[config.mk]
export PLATFORM = sky130hd
export DESIGN_NAME = mrb_mgmt_regs
export DESIGN_NICKNAME = d
export VERILOG_FILES = /design/src/mrb_pkg.sv /design/src/mrb_mmd_mem.sv /design/src/mrb_mgmt_regs.sv
export VERILOG_INCLUDE_DIRS = /design/src
export SDC_FILE = /design/constraint.sdc
export NUM_CORES = 1
export LEC_CHECK = 0
export BUFFER_PORTS_ARGS = -buffer_cell sky130_fd_sc_hd__buf_2
export CORE_MARGIN = 5
export CORE_UTILIZATION = 55
export CTS_BUF_LIST = sky130_fd_sc_hd__clkbuf_2
export DETAILED_ROUTE_END_ITERATION = 10
export PLACE_DENSITY = 0.73
export SYNTH_ARGS = -nofsm -noshare
export SYNTH_HDL_FRONTEND = slang
export SYNTH_SLANG_ARGS = --single-unit
[constraint.sdc]
create_clock -name CLK_IN -period 4.36 [get_ports CLK_IN]
set_clock_uncertainty 0.05 [all_clocks]
set_input_delay 0.654 -clock CLK_IN [delete_from_list [all_inputs] [get_ports CLK_IN]]
set_output_delay 0.654 -clock CLK_IN [all_outputs]
set_load 0.005 [all_outputs]
[src/mrb_map.svh]
`ifndef MRB_MAP_SVH
`define MRB_MAP_SVH

// register indices
`define MRB_IDX_BCR 5'h00
`define MRB_IDX_BSR 5'h01
`define MRB_IDX_MMDC 5'h0D
`define MRB_IDX_MMDD 5'h0E
`define MRB_IDX_MODE 5'h11
`define MRB_IDX_SPEC 5'h12
`define MRB_IDX_TDRP 5'h18
`define MRB_IDX_SYMC 5'h1A
`define MRB_IDX_FLT 5'h1B
`define MRB_IDX_FCNT 5'h1C
`define MRB_IDX_EVT 5'h1D
`define MRB_IDX_VND 5'h1F

// basic control fields
`define MRB_BCR_SRST 15
`define MRB_BCR_LOOP 14
`define MRB_BCR_SPEED 13
`define MRB_BCR_ANEN 12
`define MRB_BCR_PDN 11
`define MRB_BCR_ISO 10
`define MRB_BCR_ANRST 9
`define MRB_BCR_DPLX 8

// basic status fields
`define MRB_BSR_ABIL 5'h0F
`define MRB_BSR_ANDONE 5
`define MRB_BSR_RFLT 4
`define MRB_BSR_LINK 2
`define MRB_BSR_JAB 1
`define MRB_BSR_EXTCAP 0

// strap bit positions
`define MRB_STRAP_SPEED 0
`define MRB_STRAP_DPLX 1
`define MRB_STRAP_ANEN 2

// mmd access
`define MRB_MMDC_FN_HI 15
`define MRB_MMDC_FN_LO 14
`define MRB_MMD_DEV 5'h03
`define MRB_MMD_DEPTH 16

// mode control fields
`define MRB_MODE_FARLB 9
`define MRB_MODE_RDY 1
`define MRB_MODE_ENERGY 0

// special modes reset values
`define MRB_SPEC_MODE_RST 3'h7
`define MRB_SPEC_PHYAD_RST 5'h00

// vendor register fields
`define MRB_VND_SEEN 12
`define MRB_VND_HI 6
`define MRB_VND_LO 2

// timing
`define MRB_CLK_NS 20
`define MRB_ANRST_NS 80
`define MRB_ANRST_CYC ((`MRB_ANRST_NS + `MRB_CLK_NS - 1) / `MRB_CLK_NS)
`define MRB_SSREC_NS 160
`define MRB_SSREC_CYC ((`MRB_SSREC_NS + `MRB_CLK_NS - 1) / `MRB_CLK_NS)
`define MRB_STRAP_LD 2'h2
`define MRB_STRAP_DONE 2'h3

`endif

[src/mrb_pkg.sv]
package mrb_pkg;
  typedef logic [15:0] mrb_word_t;
  typedef logic [4:0] mrb_idx_t;
  typedef enum logic [1:0] {
    MRB_FN_ADDR = 2'h0,
    MRB_FN_DATA = 2'h1,
    MRB_FN_INC_RW = 2'h2,
    MRB_FN_INC_W = 2'h3
  } mrb_mmd_fn_t;
endpackage

[src/mrb_mmd_mem.sv]
`timescale 1ns/1ps
module mrb_mmd_mem (
  // clock
  input wire logic clk_in,
  // write port
  input wire logic we_in,
  input wire logic [3:0] waddr_in,
  input wire mrb_pkg::mrb_word_t wdata_in,
  // read port
  input wire logic [3:0] raddr_in,
  output mrb_pkg::mrb_word_t rdata_out
);
  import mrb_pkg::*;

  // contents are not reset: they model storage, not control state
  mrb_word_t mem_r [0:15];

  always_ff @(posedge clk_in) begin
    if (we_in) begin
      mem_r[waddr_in] <= wdata_in;
    end
  end

  always_ff @(posedge clk_in) begin
    rdata_out <= mem_r[raddr_in];
  end
endmodule

[src/mrb_mgmt_regs.sv]
// Overview of operation
// RULE1: read-only fields ignore every write and keep their value.
// RULE2: write-only fields may read back anything; here they read zero.
// RULE3: write-one-to-clear flags clear on a written one, keep on a zero.
// RULE4: write-anything-to-clear fields clear on any write to them.
// RULE5: read-to-clear fields clear once returned and ignore writes.
// RULE6: latch-low and latch-high bits clear when their register is read.
// RULE7: self-clearing bits drop by themselves, zero writes do nothing.
// RULE8: self-setting bits rise by themselves, one writes do nothing.
// RULE9: a sticky high status bit holds until read, then follows the input.
// RULE10: soft-reset-immune fields keep value on soft reset, others default.
// RULE11: the controller writes zero to reserved bits and ignores them.
// RULE12: read-write fields read back, read-write-any-clear clear on write.
// RULE13: registers are selected by their standard decimal index.
// RULE14: extended device registers are reached only via two access regs.
// RULE15: control bit 15 is a self-clearing soft reset taken alone.
// RULE16: the index is five bits and unimplemented indices read zero.
`timescale 1ns/1ps
`include "mrb_map.svh"
module mrb_mgmt_regs (
  // clock and reset
  input wire logic CLK_IN,
  input wire logic NRST_IN,
  // management access
  input wire logic REQ_IN,
  input wire logic REQ_WR_IN,
  input wire mrb_pkg::mrb_idx_t REQ_IDX_IN,
  input wire mrb_pkg::mrb_word_t REQ_WDATA_IN,
  output logic ACK_OUT,
  output mrb_pkg::mrb_word_t RDATA_OUT,
  // straps
  input wire logic [2:0] MODE_STRAP_IN,
  // status conditions
  input wire logic LINK_UP_IN,
  input wire logic JABBER_IN,
  input wire logic REM_FAULT_IN,
  input wire logic AN_DONE_IN,
  input wire logic ENERGY_IN,
  input wire logic SYM_ERR_IN,
  input wire logic [3:0] FAULT_IN,
  input wire logic [7:0] EVENT_IN,
  // control outputs
  output logic SOFT_RST_OUT,
  output logic LOOPBACK_OUT,
  output logic SPEED_OUT,
  output logic AN_EN_OUT,
  output logic PWRDN_OUT,
  output logic ISOLATE_OUT,
  output logic DUPLEX_OUT,
  output logic AN_RESTART_OUT,
  output logic FAR_LOOP_OUT,
  output logic DIAG_READY_OUT,
  output logic [2:0] MODE_OUT,
  output logic [4:0] PHY_ADDR_OUT,
  output mrb_pkg::mrb_word_t TDR_PAT_OUT,
  output logic [4:0] VENDOR_CTL_OUT
);
  import mrb_pkg::*;

  function automatic logic acc(input logic en, input mrb_idx_t a,
                               input mrb_idx_t b);
    return en & (a == b);
  endfunction

  logic busy_r, pend_wr_r, take, wr_now, rd_done, srst_r;
  mrb_idx_t pend_idx_r;
  logic [2:0] strap_s1_r, strap_s2_r, strap_q_r, strap_now;
  logic [1:0] strap_cnt_r;
  logic ld_dflt;
  logic [3:0] anrst_cnt_r, ss_cnt_r;
  logic link_lat_r, jab_lat_r, rflt_lat_r, an_seen_r;
  logic [1:0] mmd_fn_r;
  logic [4:0] mmd_dev_r;
  mrb_word_t mmd_addr_r, mem_q, rd_val, sym_cnt_r;
  logic [3:0] flt_flag_r;
  logic [7:0] fcnt_r, evt_r;
  logic mmd_data, mmd_ok, mem_we, wr_bcr, rd_bsr, rd_mmdd;

  // one request in flight; answer two cycles after it is taken
  assign take = REQ_IN & ~busy_r;
  assign wr_now = take & REQ_WR_IN;
  assign rd_done = busy_r & ~pend_wr_r;
  // a soft reset write carries nothing else
  assign wr_bcr = acc(wr_now, REQ_IDX_IN, `MRB_IDX_BCR); // RULE13
  assign rd_bsr = acc(rd_done, pend_idx_r, `MRB_IDX_BSR);
  assign rd_mmdd = acc(rd_done, pend_idx_r, `MRB_IDX_MMDD);

  always_ff @(posedge CLK_IN or negedge NRST_IN) begin
    if (!NRST_IN) begin
      busy_r <= 1'b0;
      pend_wr_r <= 1'b0;
      pend_idx_r <= 5'h00;
      ACK_OUT <= 1'b0;
    end else begin
      busy_r <= take;
      if (take) begin
        pend_wr_r <= REQ_WR_IN;
        pend_idx_r <= REQ_IDX_IN; // RULE16
      end
      ACK_OUT <= busy_r;
    end
  end

  // strap pins are asynchronous levels, so two flops before use
  always_ff @(posedge CLK_IN or negedge NRST_IN) begin
    if (!NRST_IN) begin
      strap_s1_r <= 3'h0;
      strap_s2_r <= 3'h0;
      strap_cnt_r <= 2'h0;
      strap_q_r <= 3'h0;
    end else begin
      strap_s1_r <= MODE_STRAP_IN;
      strap_s2_r <= strap_s1_r;
      if (strap_cnt_r != `MRB_STRAP_DONE) begin
        strap_cnt_r <= strap_cnt_r + 2'h1;
      end
      if (strap_cnt_r == `MRB_STRAP_LD) begin
        strap_q_r <= strap_s2_r;
      end
    end
  end

  assign strap_now = (strap_cnt_r == `MRB_STRAP_LD) ? strap_s2_r : strap_q_r;
  assign ld_dflt = srst_r | (strap_cnt_r == `MRB_STRAP_LD);

  always_ff @(posedge CLK_IN or negedge NRST_IN) begin
    if (!NRST_IN) begin
      srst_r <= 1'b0;
    end else begin
      srst_r <= wr_bcr & REQ_WDATA_IN[`MRB_BCR_SRST]; // RULE15 RULE7
    end
  end

  // basic control fields; strap-derived defaults reload on soft reset
  always_ff @(posedge CLK_IN or negedge NRST_IN) begin
    if (!NRST_IN) begin
      LOOPBACK_OUT <= 1'b0;
      SPEED_OUT <= 1'b0;
      AN_EN_OUT <= 1'b0;
      PWRDN_OUT <= 1'b0;
      ISOLATE_OUT <= 1'b0;
      DUPLEX_OUT <= 1'b0;
    end else if (ld_dflt) begin
      LOOPBACK_OUT <= 1'b0; // RULE10
      SPEED_OUT <= strap_now[`MRB_STRAP_SPEED];
      AN_EN_OUT <= strap_now[`MRB_STRAP_ANEN];
      PWRDN_OUT <= 1'b0;
      ISOLATE_OUT <= 1'b0;
      DUPLEX_OUT <= strap_now[`MRB_STRAP_DPLX];
    end else if (wr_bcr && !REQ_WDATA_IN[`MRB_BCR_SRST]) begin
      LOOPBACK_OUT <= REQ_WDATA_IN[`MRB_BCR_LOOP]; // RULE12
      SPEED_OUT <= REQ_WDATA_IN[`MRB_BCR_SPEED];
      AN_EN_OUT <= REQ_WDATA_IN[`MRB_BCR_ANEN];
      PWRDN_OUT <= REQ_WDATA_IN[`MRB_BCR_PDN];
      ISOLATE_OUT <= REQ_WDATA_IN[`MRB_BCR_ISO];
      DUPLEX_OUT <= REQ_WDATA_IN[`MRB_BCR_DPLX];
    end
  end

  // restart pulse holds a fixed time then clears itself
  always_ff @(posedge CLK_IN or negedge NRST_IN) begin
    if (!NRST_IN) begin
      AN_RESTART_OUT <= 1'b0;
      anrst_cnt_r <= 4'h0;
    end else if (srst_r) begin
      AN_RESTART_OUT <= 1'b0;
      anrst_cnt_r <= 4'h0;
    end else if (wr_bcr && !REQ_WDATA_IN[`MRB_BCR_SRST] &&
                 REQ_WDATA_IN[`MRB_BCR_ANRST]) begin
      AN_RESTART_OUT <= 1'b1;
      anrst_cnt_r <= 4'h0;
    end else if (AN_RESTART_OUT) begin
      anrst_cnt_r <= anrst_cnt_r + 4'h1;
      if (anrst_cnt_r == 4'(`MRB_ANRST_CYC - 1)) begin
        AN_RESTART_OUT <= 1'b0; // RULE7
      end
    end
  end

  // link is latch-low, jabber and remote fault latch-high
  always_ff @(posedge CLK_IN or negedge NRST_IN) begin
    if (!NRST_IN) begin
      link_lat_r <= 1'b0;
      jab_lat_r <= 1'b0;
      rflt_lat_r <= 1'b0;
    end else if (srst_r) begin
      link_lat_r <= LINK_UP_IN;
      jab_lat_r <= JABBER_IN;
      rflt_lat_r <= REM_FAULT_IN;
    end else begin
      link_lat_r <= (rd_bsr | link_lat_r) & LINK_UP_IN; // RULE6
      jab_lat_r <= (jab_lat_r & ~rd_bsr) | JABBER_IN; // RULE6
      rflt_lat_r <= (rflt_lat_r & ~rd_bsr) | REM_FAULT_IN; // RULE9
    end
  end

  // mmd access: indirect path only, no direct index reaches it
  assign mmd_data = (mmd_fn_r != MRB_FN_ADDR);
  assign mmd_ok = (mmd_dev_r == `MRB_MMD_DEV) &&
                  (mmd_addr_r < 16'(`MRB_MMD_DEPTH));
  assign mem_we = acc(wr_now, REQ_IDX_IN, `MRB_IDX_MMDD) & mmd_data &
                  mmd_ok; // RULE14

  always_ff @(posedge CLK_IN or negedge NRST_IN) begin
    if (!NRST_IN) begin
      mmd_fn_r <= 2'h0;
      mmd_dev_r <= 5'h00;
      mmd_addr_r <= 16'h0000;
    end else if (srst_r) begin
      mmd_fn_r <= 2'h0;
      mmd_dev_r <= 5'h00;
      mmd_addr_r <= 16'h0000;
    end else begin
      if (acc(wr_now, REQ_IDX_IN, `MRB_IDX_MMDC)) begin
        mmd_fn_r <= REQ_WDATA_IN[`MRB_MMDC_FN_HI:`MRB_MMDC_FN_LO];
        mmd_dev_r <= REQ_WDATA_IN[4:0];
      end
      if (acc(wr_now, REQ_IDX_IN, `MRB_IDX_MMDD)) begin
        if (!mmd_data) begin
          mmd_addr_r <= REQ_WDATA_IN; // RULE14
        end else if (mmd_fn_r[1]) begin
          mmd_addr_r <= mmd_addr_r + 16'h0001;
        end
      end else if (rd_mmdd && mmd_fn_r == MRB_FN_INC_RW) begin
        mmd_addr_r <= mmd_addr_r + 16'h0001;
      end
    end
  end

  mrb_mmd_mem u_mem (
    .clk_in(CLK_IN),
    .we_in(mem_we),
    .waddr_in(mmd_addr_r[3:0]),
    .wdata_in(REQ_WDATA_IN),
    .raddr_in(mmd_addr_r[3:0]),
    .rdata_out(mem_q)
  );

  // mode control: far loopback plain, ready bit self-setting
  always_ff @(posedge CLK_IN or negedge NRST_IN) begin
    if (!NRST_IN) begin
      FAR_LOOP_OUT <= 1'b0;
      DIAG_READY_OUT <= 1'b1;
      ss_cnt_r <= 4'h0;
    end else if (srst_r) begin
      FAR_LOOP_OUT <= 1'b0;
      DIAG_READY_OUT <= 1'b1;
      ss_cnt_r <= 4'h0;
    end else if (acc(wr_now, REQ_IDX_IN, `MRB_IDX_MODE)) begin
      FAR_LOOP_OUT <= REQ_WDATA_IN[`MRB_MODE_FARLB];
      if (!REQ_WDATA_IN[`MRB_MODE_RDY]) begin
        DIAG_READY_OUT <= 1'b0; // RULE8
        ss_cnt_r <= 4'h0;
      end
    end else if (!DIAG_READY_OUT) begin
      ss_cnt_r <= ss_cnt_r + 4'h1;
      if (ss_cnt_r == 4'(`MRB_SSREC_CYC - 1)) begin
        DIAG_READY_OUT <= 1'b1; // RULE8
      end
    end
  end

  // special modes survive soft reset
  always_ff @(posedge CLK_IN or negedge NRST_IN) begin
    if (!NRST_IN) begin
      MODE_OUT <= `MRB_SPEC_MODE_RST;
      PHY_ADDR_OUT <= `MRB_SPEC_PHYAD_RST;
    end else if (acc(wr_now, REQ_IDX_IN, `MRB_IDX_SPEC)) begin
      MODE_OUT <= REQ_WDATA_IN[7:5]; // RULE10
      PHY_ADDR_OUT <= REQ_WDATA_IN[4:0];
    end
  end

  // write-only pattern field and read-write vendor fields
  always_ff @(posedge CLK_IN or negedge NRST_IN) begin
    if (!NRST_IN) begin
      TDR_PAT_OUT <= 16'h0000;
      VENDOR_CTL_OUT <= 5'h00;
      an_seen_r <= 1'b0;
    end else if (srst_r) begin
      TDR_PAT_OUT <= 16'h0000;
      VENDOR_CTL_OUT <= 5'h00;
      an_seen_r <= AN_DONE_IN;
    end else begin
      if (acc(wr_now, REQ_IDX_IN, `MRB_IDX_TDRP)) begin
        TDR_PAT_OUT <= REQ_WDATA_IN; // RULE2
      end
      if (acc(wr_now, REQ_IDX_IN, `MRB_IDX_VND)) begin
        VENDOR_CTL_OUT <= REQ_WDATA_IN[`MRB_VND_HI:`MRB_VND_LO]; // RULE12
      end
      // any write clears, a new event in the same cycle wins
      an_seen_r <= (an_seen_r & ~acc(wr_now, REQ_IDX_IN, `MRB_IDX_VND)) |
                   AN_DONE_IN; // RULE12
    end
  end

  // fault flags clear per written one; event wins over clear
  for (genvar g = 0; g < 4; g++) begin : g_flt
    always_ff @(posedge CLK_IN or negedge NRST_IN) begin
      if (!NRST_IN) begin
        flt_flag_r[g] <= 1'b0;
      end else if (srst_r) begin
        flt_flag_r[g] <= FAULT_IN[g];
      end else begin
        flt_flag_r[g] <= (flt_flag_r[g] &
                         ~(acc(wr_now, REQ_IDX_IN, `MRB_IDX_FLT) &
                         REQ_WDATA_IN[g])) | FAULT_IN[g]; // RULE3
      end
    end
  end

  // counters saturate rather than wrap so software never misreads low
  always_ff @(posedge CLK_IN or negedge NRST_IN) begin
    if (!NRST_IN) begin
      fcnt_r <= 8'h00;
      sym_cnt_r <= 16'h0000;
      evt_r <= 8'h00;
    end else if (srst_r) begin
      fcnt_r <= 8'h00;
      sym_cnt_r <= 16'h0000;
      evt_r <= EVENT_IN;
    end else begin
      if (acc(wr_now, REQ_IDX_IN, `MRB_IDX_FCNT)) begin
        // a fault in the clearing cycle still counts
        fcnt_r <= {7'h00, |(FAULT_IN & ~flt_flag_r)}; // RULE4
      end else if ((|(FAULT_IN & ~flt_flag_r)) && fcnt_r != 8'hFF) begin
        fcnt_r <= fcnt_r + 8'h01;
      end
      if (acc(rd_done, pend_idx_r, `MRB_IDX_SYMC)) begin
        sym_cnt_r <= {15'h0000, SYM_ERR_IN}; // RULE5
      end else if (SYM_ERR_IN && sym_cnt_r != 16'hFFFF) begin
        sym_cnt_r <= sym_cnt_r + 16'h0001;
      end
      evt_r <= (evt_r & ~{8{acc(rd_done, pend_idx_r, `MRB_IDX_EVT)}}) |
               EVENT_IN; // RULE5
    end
  end

  // read data; reserved and unmapped bits return zero
  always_comb begin
    rd_val = 16'h0000;
    unique case (pend_idx_r)
      `MRB_IDX_BCR: begin
        rd_val[`MRB_BCR_SRST] = srst_r;
        rd_val[`MRB_BCR_LOOP] = LOOPBACK_OUT;
        rd_val[`MRB_BCR_SPEED] = SPEED_OUT;
        rd_val[`MRB_BCR_ANEN] = AN_EN_OUT;
        rd_val[`MRB_BCR_PDN] = PWRDN_OUT;
        rd_val[`MRB_BCR_ISO] = ISOLATE_OUT;
        rd_val[`MRB_BCR_ANRST] = AN_RESTART_OUT; // RULE7
        rd_val[`MRB_BCR_DPLX] = DUPLEX_OUT;
      end
      `MRB_IDX_BSR: begin
        rd_val[15:11] = `MRB_BSR_ABIL; // RULE1
        rd_val[`MRB_BSR_ANDONE] = AN_DONE_IN;
        rd_val[`MRB_BSR_RFLT] = rflt_lat_r;
        rd_val[`MRB_BSR_LINK] = link_lat_r;
        rd_val[`MRB_BSR_JAB] = jab_lat_r;
        rd_val[`MRB_BSR_EXTCAP] = 1'b1;
      end
      `MRB_IDX_MMDC: begin
        rd_val[`MRB_MMDC_FN_HI:`MRB_MMDC_FN_LO] = mmd_fn_r;
        rd_val[4:0] = mmd_dev_r;
      end
      `MRB_IDX_MMDD: begin
        rd_val = !mmd_data ? mmd_addr_r : (mmd_ok ? mem_q : 16'h0000);
      end
      `MRB_IDX_MODE: begin
        rd_val[`MRB_MODE_FARLB] = FAR_LOOP_OUT;
        rd_val[`MRB_MODE_RDY] = DIAG_READY_OUT; // RULE8
        rd_val[`MRB_MODE_ENERGY] = ENERGY_IN;
      end
      `MRB_IDX_SPEC: rd_val[7:0] = {MODE_OUT, PHY_ADDR_OUT};
      `MRB_IDX_SYMC: rd_val = sym_cnt_r;
      `MRB_IDX_FLT: rd_val[3:0] = flt_flag_r;
      `MRB_IDX_FCNT: rd_val[7:0] = fcnt_r;
      `MRB_IDX_EVT: rd_val[7:0] = evt_r;
      `MRB_IDX_VND: begin
        rd_val[`MRB_VND_SEEN] = an_seen_r;
        rd_val[`MRB_VND_HI:`MRB_VND_LO] = VENDOR_CTL_OUT;
      end
      default: rd_val = 16'h0000; // RULE16
    endcase
  end

  always_ff @(posedge CLK_IN or negedge NRST_IN) begin
    if (!NRST_IN) begin
      RDATA_OUT <= 16'h0000;
      SOFT_RST_OUT <= 1'b0;
    end else begin
      if (busy_r) begin
        RDATA_OUT <= pend_wr_r ? 16'h0000 : rd_val;
      end
      SOFT_RST_OUT <= srst_r;
    end
  end
endmodule

* Word-level counts from Yosys, hierarchy flattened
Memories as Yosys holds them, arrays and structs flattened. A register that Yosys moved wholly into a read port is not among the register bits.
Cells that the tools add are included.
W data, S select, Z words.
** Storage, ports and cells
- Register bits after elaboration :: 146
- Memory bits (writable) :: 256
- Word-level logic and storage cells :: 230
- Memories kept :: 1
** Memory list
- u_mem.mem_r :: depth 16, width 16, rd ports 1, clocked after Yosys merged registers in 1, write ports 1, RTL line mrb_mmd_mem.sv:16 : mrb_word_t mem_r [0:15];
** Cells by class
- Add/sub/neg operators :: 6
- $lt $le $gt $ge :: 1
- Eq/ne operators :: 29
- Muxes and demuxes :: 78
- Bitwise logic cells :: 53
- Reduce and logical (&&, ||, !) cells :: 22
** Operators with widths (number)
- $mux W16 :: 13
- $eq A5 B5 Y1 const B :: 13
- $mux W1 :: 33
- $add A16 B1 Y16 const B :: 2
- $mux W8 :: 4
- $and A1 B1 Y1 :: 31
- $mux W4 :: 7
- $eq A5 B4 Y1 const B :: 4
- $mux W5 :: 4
- $pmux W2 S9 :: 1
- $lt A16 B5 Y1 const B :: 1
- $ne A16 B16 Y1 const B :: 1
- $pmux W1 S8 :: 2
- $pmux W1 S4 :: 3
- $reduce_bool A2 Y1 :: 6
- $reduce_bool A3 Y1 :: 4
- $logic_not A5 Y1 :: 2
- $pmux W1 S5 :: 2
- $pmux W2 S5 :: 1
- $or A1 B1 Y1 :: 9
- $pmux W1 S9 :: 1
- $add A4 B1 Y4 const B :: 2
- $add A8 B1 Y8 const B :: 1
- $and A8 B8 Y8 :: 1
- other kinds (25) :: 41

* Depth between registers and ports, before layout
Gate-level depths: netlist (run 1).
- Depth in word-level cells :: 9
- Mapped depth :: 10
- Depth with buffers taken out :: 7

* Hierarchy
A second synthesis (run 1) with hierarchy kept.
** Unflattened totals
- Cell total of the unflattened synthesis :: 1262
- Area total of the unflattened synthesis :: 17814.6 µm²
** Modules (own cells, without submodules)
- mrb_mmd_mem :: instances 1, cells an instance 432, area each 10042.1 µm²
- mrb_mgmt_regs :: instances 1, cells an instance 830, area each 7772.5 µm²

* Worst setup path before layout (run 1)
OpenSTA, ideal clock, no wires.
- Path type :: input to register
- Start :: in REQ_IDX_IN[0]
- End :: mem u_mem.mem_r[3][0] in the netlist's numbering (enable)
- Setup time :: 0.409 ns
- Data arrival time :: 2.962 ns
- Slack :: 0.939 ns
- Cell stages on the path :: 5
- Buffers on the path :: 0
- Cell sequence :: or2_2 > or3_4 > nor4_4 > nand2_1 > nor3_1
** Between the ends
- Word-level cells in the longest chain between the ends :: 6
** Ends and longest elaborated chain
- from (decl) :: RTL line mrb_mgmt_regs.sv:27 : input wire mrb_pkg::mrb_idx_t REQ_IDX_IN,
- $eq A5 B4 Y1 :: RTL line mrb_mgmt_regs.sv:62 : return en & (a == b);
- $and A1 B1 Y1 :: RTL line mrb_mgmt_regs.sv:62
- $and A1 B1 Y1 (2 in series) :: RTL line mrb_mgmt_regs.sv:201 : assign mem_we = acc(wr_now, REQ_IDX_IN, `MRB_IDX_MMDD) & mmd_data &
- $mux W1 :: RTL line mrb_mmd_mem.sv:19 : if (we_in) begin
- $mux W1 (implied by the code) :: RTL line mrb_mmd_mem.sv:20 : mem_r[waddr_in] <= wdata_in;
- to (decl) :: RTL line mrb_mmd_mem.sv:16
No other way between the ends.

* Final worst setup path (run 1)
- Start :: reg mmd_fn_r[1]
- End :: mem u_mem.mem_r[4][5] in the netlist's numbering (enable)
** Between the ends
- Word-level cells in the longest chain between the ends :: 5
** Ends and longest elaborated chain
- from (decl) :: RTL line mrb_mgmt_regs.sv:72 : logic [1:0] mmd_fn_r;
- from (signal assigned) :: RTL line mrb_mgmt_regs.sv:215 : mmd_fn_r <= REQ_WDATA_IN[`MRB_MMDC_FN_HI:`MRB_MMDC_FN_LO];
- $reduce_bool A2 Y1 :: RTL line mrb_mgmt_regs.sv:198 : assign mmd_data = (mmd_fn_r != MRB_FN_ADDR);
- $and A1 B1 Y1 (2 in series) :: RTL line mrb_mgmt_regs.sv:201
- $mux W1 :: RTL line mrb_mmd_mem.sv:19
- $mux W1 (implied by the code) :: RTL line mrb_mmd_mem.sv:20
No other way between the ends.

==> flow_summary.ini, run 1 <==
[die]
rows = 66
die_y_um = 190.3
die-area_um2 = 36220
core_area_um2 = 32290
die_width_um = 190.3
start_util_pct = 55.39
io_pins = 102

[finish]
drive_gt1_share_pct = 29.45
ff_latch_area_um2 = 11670
post-route-util_pct = 63.17
area_growth_pct = 14.06
multi_input_area_um2 = 5853
fill_cells = 2430
nets = 1474

[drt]
wl_per_cell_um = 23.80
drt-vias-per-instance = 5.973
ant_nets = 0
drc = 0
drtIter0Drc = 1153
vias = 11630
drtPass1Iterations = 5
routed_wl_um = 46340

[yosys]
synthesis.area_um2 = 17880
synth_common_cells = edfxtp_1 (256), dfrtp_1 (142), nand2_1 (89)
synth_fp_nets = 1254
synth_most_common_cell = edfxtp_1
avgSynthCellArea_um2 = 14.93
synthDistinctLibCells = 84
synth_edf_count = 256
async_flop_share_pct = 34.93
ys_top_cells_by_area = edfxtp_1 (43%), dfrtp_1 (20%), mux4_2 (10%)
yosysWarnings = 0
ys_seq_elements = 418
netlist_instances = 1198
synth_ff_type = edfxtp_1
synth_top_area_share_pct = 42.99
ys_seq_area_share_pct = 65.23
synth_largest_area_cell = edfxtp_1

[setup_path]
worstSetupEndpointType = register
path_depth = 6
reg2regPathDepth = 6
critical-path-top-delay-family = simple AND/OR/NAND/NOR gates
cpPeakStageDelay_ps = 680
cp_num_buf_inv = 1
worstPathCellList = or2_2 > nand3_1 > nor4_4 > nand2_1 > nor2_1 > buf_4
worstSetupStartpointType = register
worstSetupPathType = reg -> reg
crit_slowest_cell = dfrtp_1
crit_required_ps = 5030
path_max_fanout = 16
worst_ep_arrival_time_ps = 3680

[sta]
worstMarginPinSlew_ps = 1162
fin_crit_ps = 3011
slew-limit-headroom_pct = 22.56
fin_crit_sh_pct = 69.05
hold_violations = 0
setup_tns_ps = 0
final-max-slew-violation-count = 0
grt_setup_unrepaired = false
setup_viol = 0
fmax_ghz = 0.3322

[flow_run]
cap_violations = 0

[placed_design]
gp_congestion = 0.9427
dp_hpwl_um = 30090
port_buffers = 101

[grt]
grt_max_degree = 84
antenna_found_initial = 1
grt_first_pass_wirelength_um = 71080
grt_pass1_vias = 11920
grt_overflow = 0
track_usage_pct = 25.82

[pwr]
seq_power_share_pct = 55.9
power_density_nw_per_um2 = 410.8
p_int_mw = 5.997
swShare_pct = 28.44
finalPower_mw = 8.380
clockPowerShare_pct = 32.0
leakage_nw = 7.819
p_sw_mw = 2.383
vdd_drop_max_v = 0.0002089
power_frac_comb_pct = 12.1

[min_path]
min_path_cells = 3
min_path_type = in -> reg

[cts]
clk-insertion-delay-late_ps = 1030
clk_pin_slew_worst_paths_ps = 110
cts_tree = done
cts_setup_buffers = 0
h-tree-depth = 3
cts_made_buffers = 102
numClockSinks = 418
root_buffer = clkbuf_2
clk_path_buf_depth = 3

[outcome]
status = finished, final reports clean
## layout by cell type (no fill, tap or decap), types with 22 or more instances in the layout
cell type      count
clkinv_1          24
clkbuf_2         158
dlygate4sd3_1     41
o21ai_0           41
buf_4             40
nand2_1           89
nand3_1           31
buf_2            100
dfrtp_1          139
xnor2_1           22
mux2i_1           45
a21oi_1           36
edfxtp_1         256
nor2_1            80
mux4_2            80
## power by group through the flow
stage	clock, mW	combinational [mW]	sequential (mW)
after CTS	2.75	1.01	4.68
after detailed placement	0	0.976	4.76
after global routing	2.98	1.10	4.71
final	2.69	1.01	4.68
after floorplan	0	0.706	4.61
after global placement	0	0.947	4.76
## cell families after synthesis
kind of cell	share of synthesized area [%]
buffers and inverters	2.148
DFF	65.23
and+or+nand+nor	9.809
xor gates and xnor gates	1.714
adders and majority gates	0.6996
AOI/OAI and AO/OA	6.920
muxes	13.48
## what timing repair did
action,4_1_cts,5_1_grt
resized for setup,0,0
endpoints found under the hold margin,276,0
hold buffers,41,0
## worst min-delay path, delay by kind of cell
family | cells | cell delay (ps)
buf+inv | 1 | 280
compound gates | 1 | 80
simple gates | 1 | 120
## state kept, by name, summed over array words and instances (netlist names), 4 cells and up
| name | flops |
|---|---|
| TDR_PAT_OUT | 16 |
| u_mem.rdata_out | 16 |
| anrst_cnt_r | 4 |
| RDATA_OUT | 16 |
| PHY_ADDR_OUT | 5 |
| sym_cnt_r | 16 |
| mmd_dev_r | 5 |
| ss_cnt_r | 4 |
| mmd_addr_r | 16 |
| VENDOR_CTL_OUT | 5 |
| u_mem.mem_r | 256 |
| evt_r | 8 |
| fcnt_r | 8 |
| pend_idx_r | 5 |
| flt_flag_r | 4 |
## path summary, 6_finish.rpt
check | start | end | slack [ps]
worst min-delay path | REQ_WDATA_IN[0] | mmd_addr_r[0] | 90
worst max register to register | mmd_fn_r[1] | u_mem.mem_r[4][5] | 1350
min in group asynchronous | NRST_IN | sym_cnt_r[1] | 200
worst max-delay path | mmd_fn_r[1] | u_mem.mem_r[4][5] | 1350
worst min register to register | strap_s1_r[0] | strap_s2_r[0] | 300
max in group asynchronous | NRST_IN | strap_s2_r[1] | 3210
## cell type report
cell class / instances / share of cell area, %
well taps: 442 / 2.711
repair buffers: 183 / 6.091
clock buffers: 158 / 3.877
inverters: 21 / 0.3987
multi-input cells: 692 / 28.70
flip-flops and latches: 418 / 57.23
diodes: 1 / 0.01227
clock inverters: 32 / 0.9876
## stage by stage
stage               std cells  instance area (µm²)  worst slack [ps]  hold slack (ps)
finish                   1947                20400              1349            91.01
global route             1947                20400              1178            17.28
CTS                      1946                20390              1298            4.148
detailed placement       1715                18990             945.9            287.9
global placement         1715                18990              1094            284.8
floorplan                1198                17880             938.9            281.2
## layer usage
metal,track usage [%],part of all wire (%),up-vias
li1,-,-,5142
met1,34.78,41,5840
met2,41.51,48,571
met3,5.932,8.1,74
met4,9.641,2.8,2
met5,1.236,0.12,-
Power figures use the tool's default switching activity.
==> run 2: changes to the inputs <==
==> constraint.sdc (replaced) <==
create_clock -name CLK_IN -period 3 [get_ports CLK_IN]
set_clock_uncertainty 0.05 [all_clocks]
set_input_delay 0.45 -clock CLK_IN [delete_from_list [all_inputs] [get_ports CLK_IN]]
set_output_delay 0.45 -clock CLK_IN [all_outputs]
set_load 0.005 [all_outputs]
==> run 2 against run 1 <==
Combinational power rose by 61%. First-iteration DRC count rose by 26%. Flip-flop and latch count is the same. Total power is 46% higher. Design area rose by 2.1%. Global-route usage is 0.64 points higher. Clock power rose by 44%. Sequential share of layout area is 1.2 points lower. Count of clock-buffer cells in the layout decreased by 1. Worst setup slack got worse by 1100 ps. Critical path type unchanged.
==> flow_summary.ini, run 2 (synthesis results as in run 1) <==
[outcome]
status = finished, final reports clean

[cts]
cts_setup_buffers = 0
numClockSinks = 418
clk-insertion-delay-late_ps = 1020
clk_pin_slew_worst_paths_ps = 110
cts_made_buffers = 99
root_buffer = clkbuf_2
cts_tree = done
h-tree-depth = 3
clk_path_buf_depth = 3

[grt]
grt_pass1_vias = 11930
grt_max_degree = 52
grt_overflow = 0
antenna_found_initial = 1
track_usage_pct = 26.46
grt_first_pass_wirelength_um = 72040

[die]
io_pins = 102
start_util_pct = 55.39
die-area_um2 = 36220
rows = 66
die_width_um = 190.3
core_area_um2 = 32290
die_y_um = 190.3

[min_path]
min_path_type = in -> reg

[finish]
layout_commonest_cell = edfxtp_1
regMostFlops = u_mem.mem_r
area_growth_pct = 16.47
fin_area_um2 = 20830
largest_register_ffs = 256
nets = 1512
final_cells = 1985
drive_gt1_share_pct = 29.92
final_cell_mix = edfxtp_1 (256), clkbuf_2 (157), dfrtp_1 (139)
post-route-util_pct = 64.51

[flow_run]
cap_violations = 0

[setup_path]
crit_required_ps = 3590
cp_num_buf_inv = 1
path_max_fanout = 9
worst_ep_arrival_time_ps = 3320
worstPathCellList = nor4_1 > nand3_1 > nor4_4 > nand2_1 > nor3_2 > buf_4
worstSetupPathType = reg -> reg
worstSetupStartpointType = register
worstSetupEndpointType = register
cpPeakStageDelay_ps = 520
crit_slowest_cell = dfrtp_1
critical-path-top-delay-family = simple AND/OR/NAND/NOR gates

[pwr]
p_int_mw = 8.762
seq_power_share_pct = 55.2
power_density_nw_per_um2 = 589.3
leakage_nw = 8.004
swShare_pct = 28.61
power_frac_comb_pct = 13.3
finalPower_mw = 12.27
vdd_drop_max_v = 0.0004255
clockPowerShare_pct = 31.5
p_sw_mw = 3.512

[placed_design]
post-place-ws_ps = 152.2
placed_cell_area_um2 = 19180
gp_congestion = 0.9579
dp_hpwl_um = 31240
dp_cells = 1732
port_buffers = 101

[sta]
fmax_ghz = 0.3667
final-max-slew-violation-count = 0
worstMarginPinSlew_ps = 897.6
setup_slack_ps = 272.8
hold_ws_ps = 132.0
hold_violations = 0
fin_crit_sh_pct = 90.91
setup_viol = 0
fin_crit_ps = 2727
slew-limit-headroom_pct = 39.61
grt_setup_unrepaired = false
setup_tns_ps = 0

[drt]
drtIter0Drc = 1458
ant_nets = 0
drtPass1Iterations = 6
drt-vias-per-instance = 6.037
drc = 0
vias = 11980
wl_per_cell_um = 23.82
routed_wl_um = 47270
run 2: tightest hold or removal path, cell delays in order:
cell           delay (ps)
dlygate4sd3_1         520
buf_2                 100
a21o_1                 70
run 2: layout make-up:
| type | instances | area (µm²) |
|---|---|---|
| clock inverter | 29 | 185.2 |
| fill | 2346 | 11460 |
| tap | 442 | 553.0 |
| inverter | 21 | 81.33 |
| sequential | 418 | 11670 |
| antenna | 2 | 5.005 |
| timing repair buffer | 224 | 1690 |
| clock buffer | 157 | 785.8 |
| multi-input combinational | 692 | 5856 |
run 2: power groups by stage:
stage,Clock [mW],Combinational (mW),Sequential (mW)
after floorplan,0,1.03,6.70
after global placement,0,1.51,6.88
after detailed placement,0,1.55,6.89
after CTS,3.97,1.63,6.76
after global routing,4.29,1.77,6.80
final,3.87,1.63,6.78
run 2: worst paths after layout:
kind                       cells after the start           from                 to  slack, ps
min in group asynchronous                      3        NRST_IN     DIAG_READY_OUT        540
hold / removal                                 3    EVENT_IN[7]           evt_r[7]        130
setup / recovery                               6  mmd_addr_r[7]  u_mem.mem_r[2][4]        270
setup reg to reg                               6  mmd_addr_r[7]  u_mem.mem_r[2][4]        270
max in group asynchronous                      4        NRST_IN             srst_r       2040
hold reg to reg                                0  strap_s1_r[1]      strap_s2_r[1]        310
run 2: per-layer routing:
metal / track usage [%] / part of all wire, % / vias up
met4: 9.834 / 3.3 / 0
met3: 5.767 / 9.4 / 111
li1: - / - / 5212
met1: 37.04 / 40 / 5984
met2: 41.46 / 47 / 676
met5: 0 / 0 / -
run 2: timing repair:
item                       4_1_cts  5_1_grt
hold endpoints to repair       507        0
gates resized for setup          0        0
setup endpoints to repair        0        0
hold buffers                    65        0
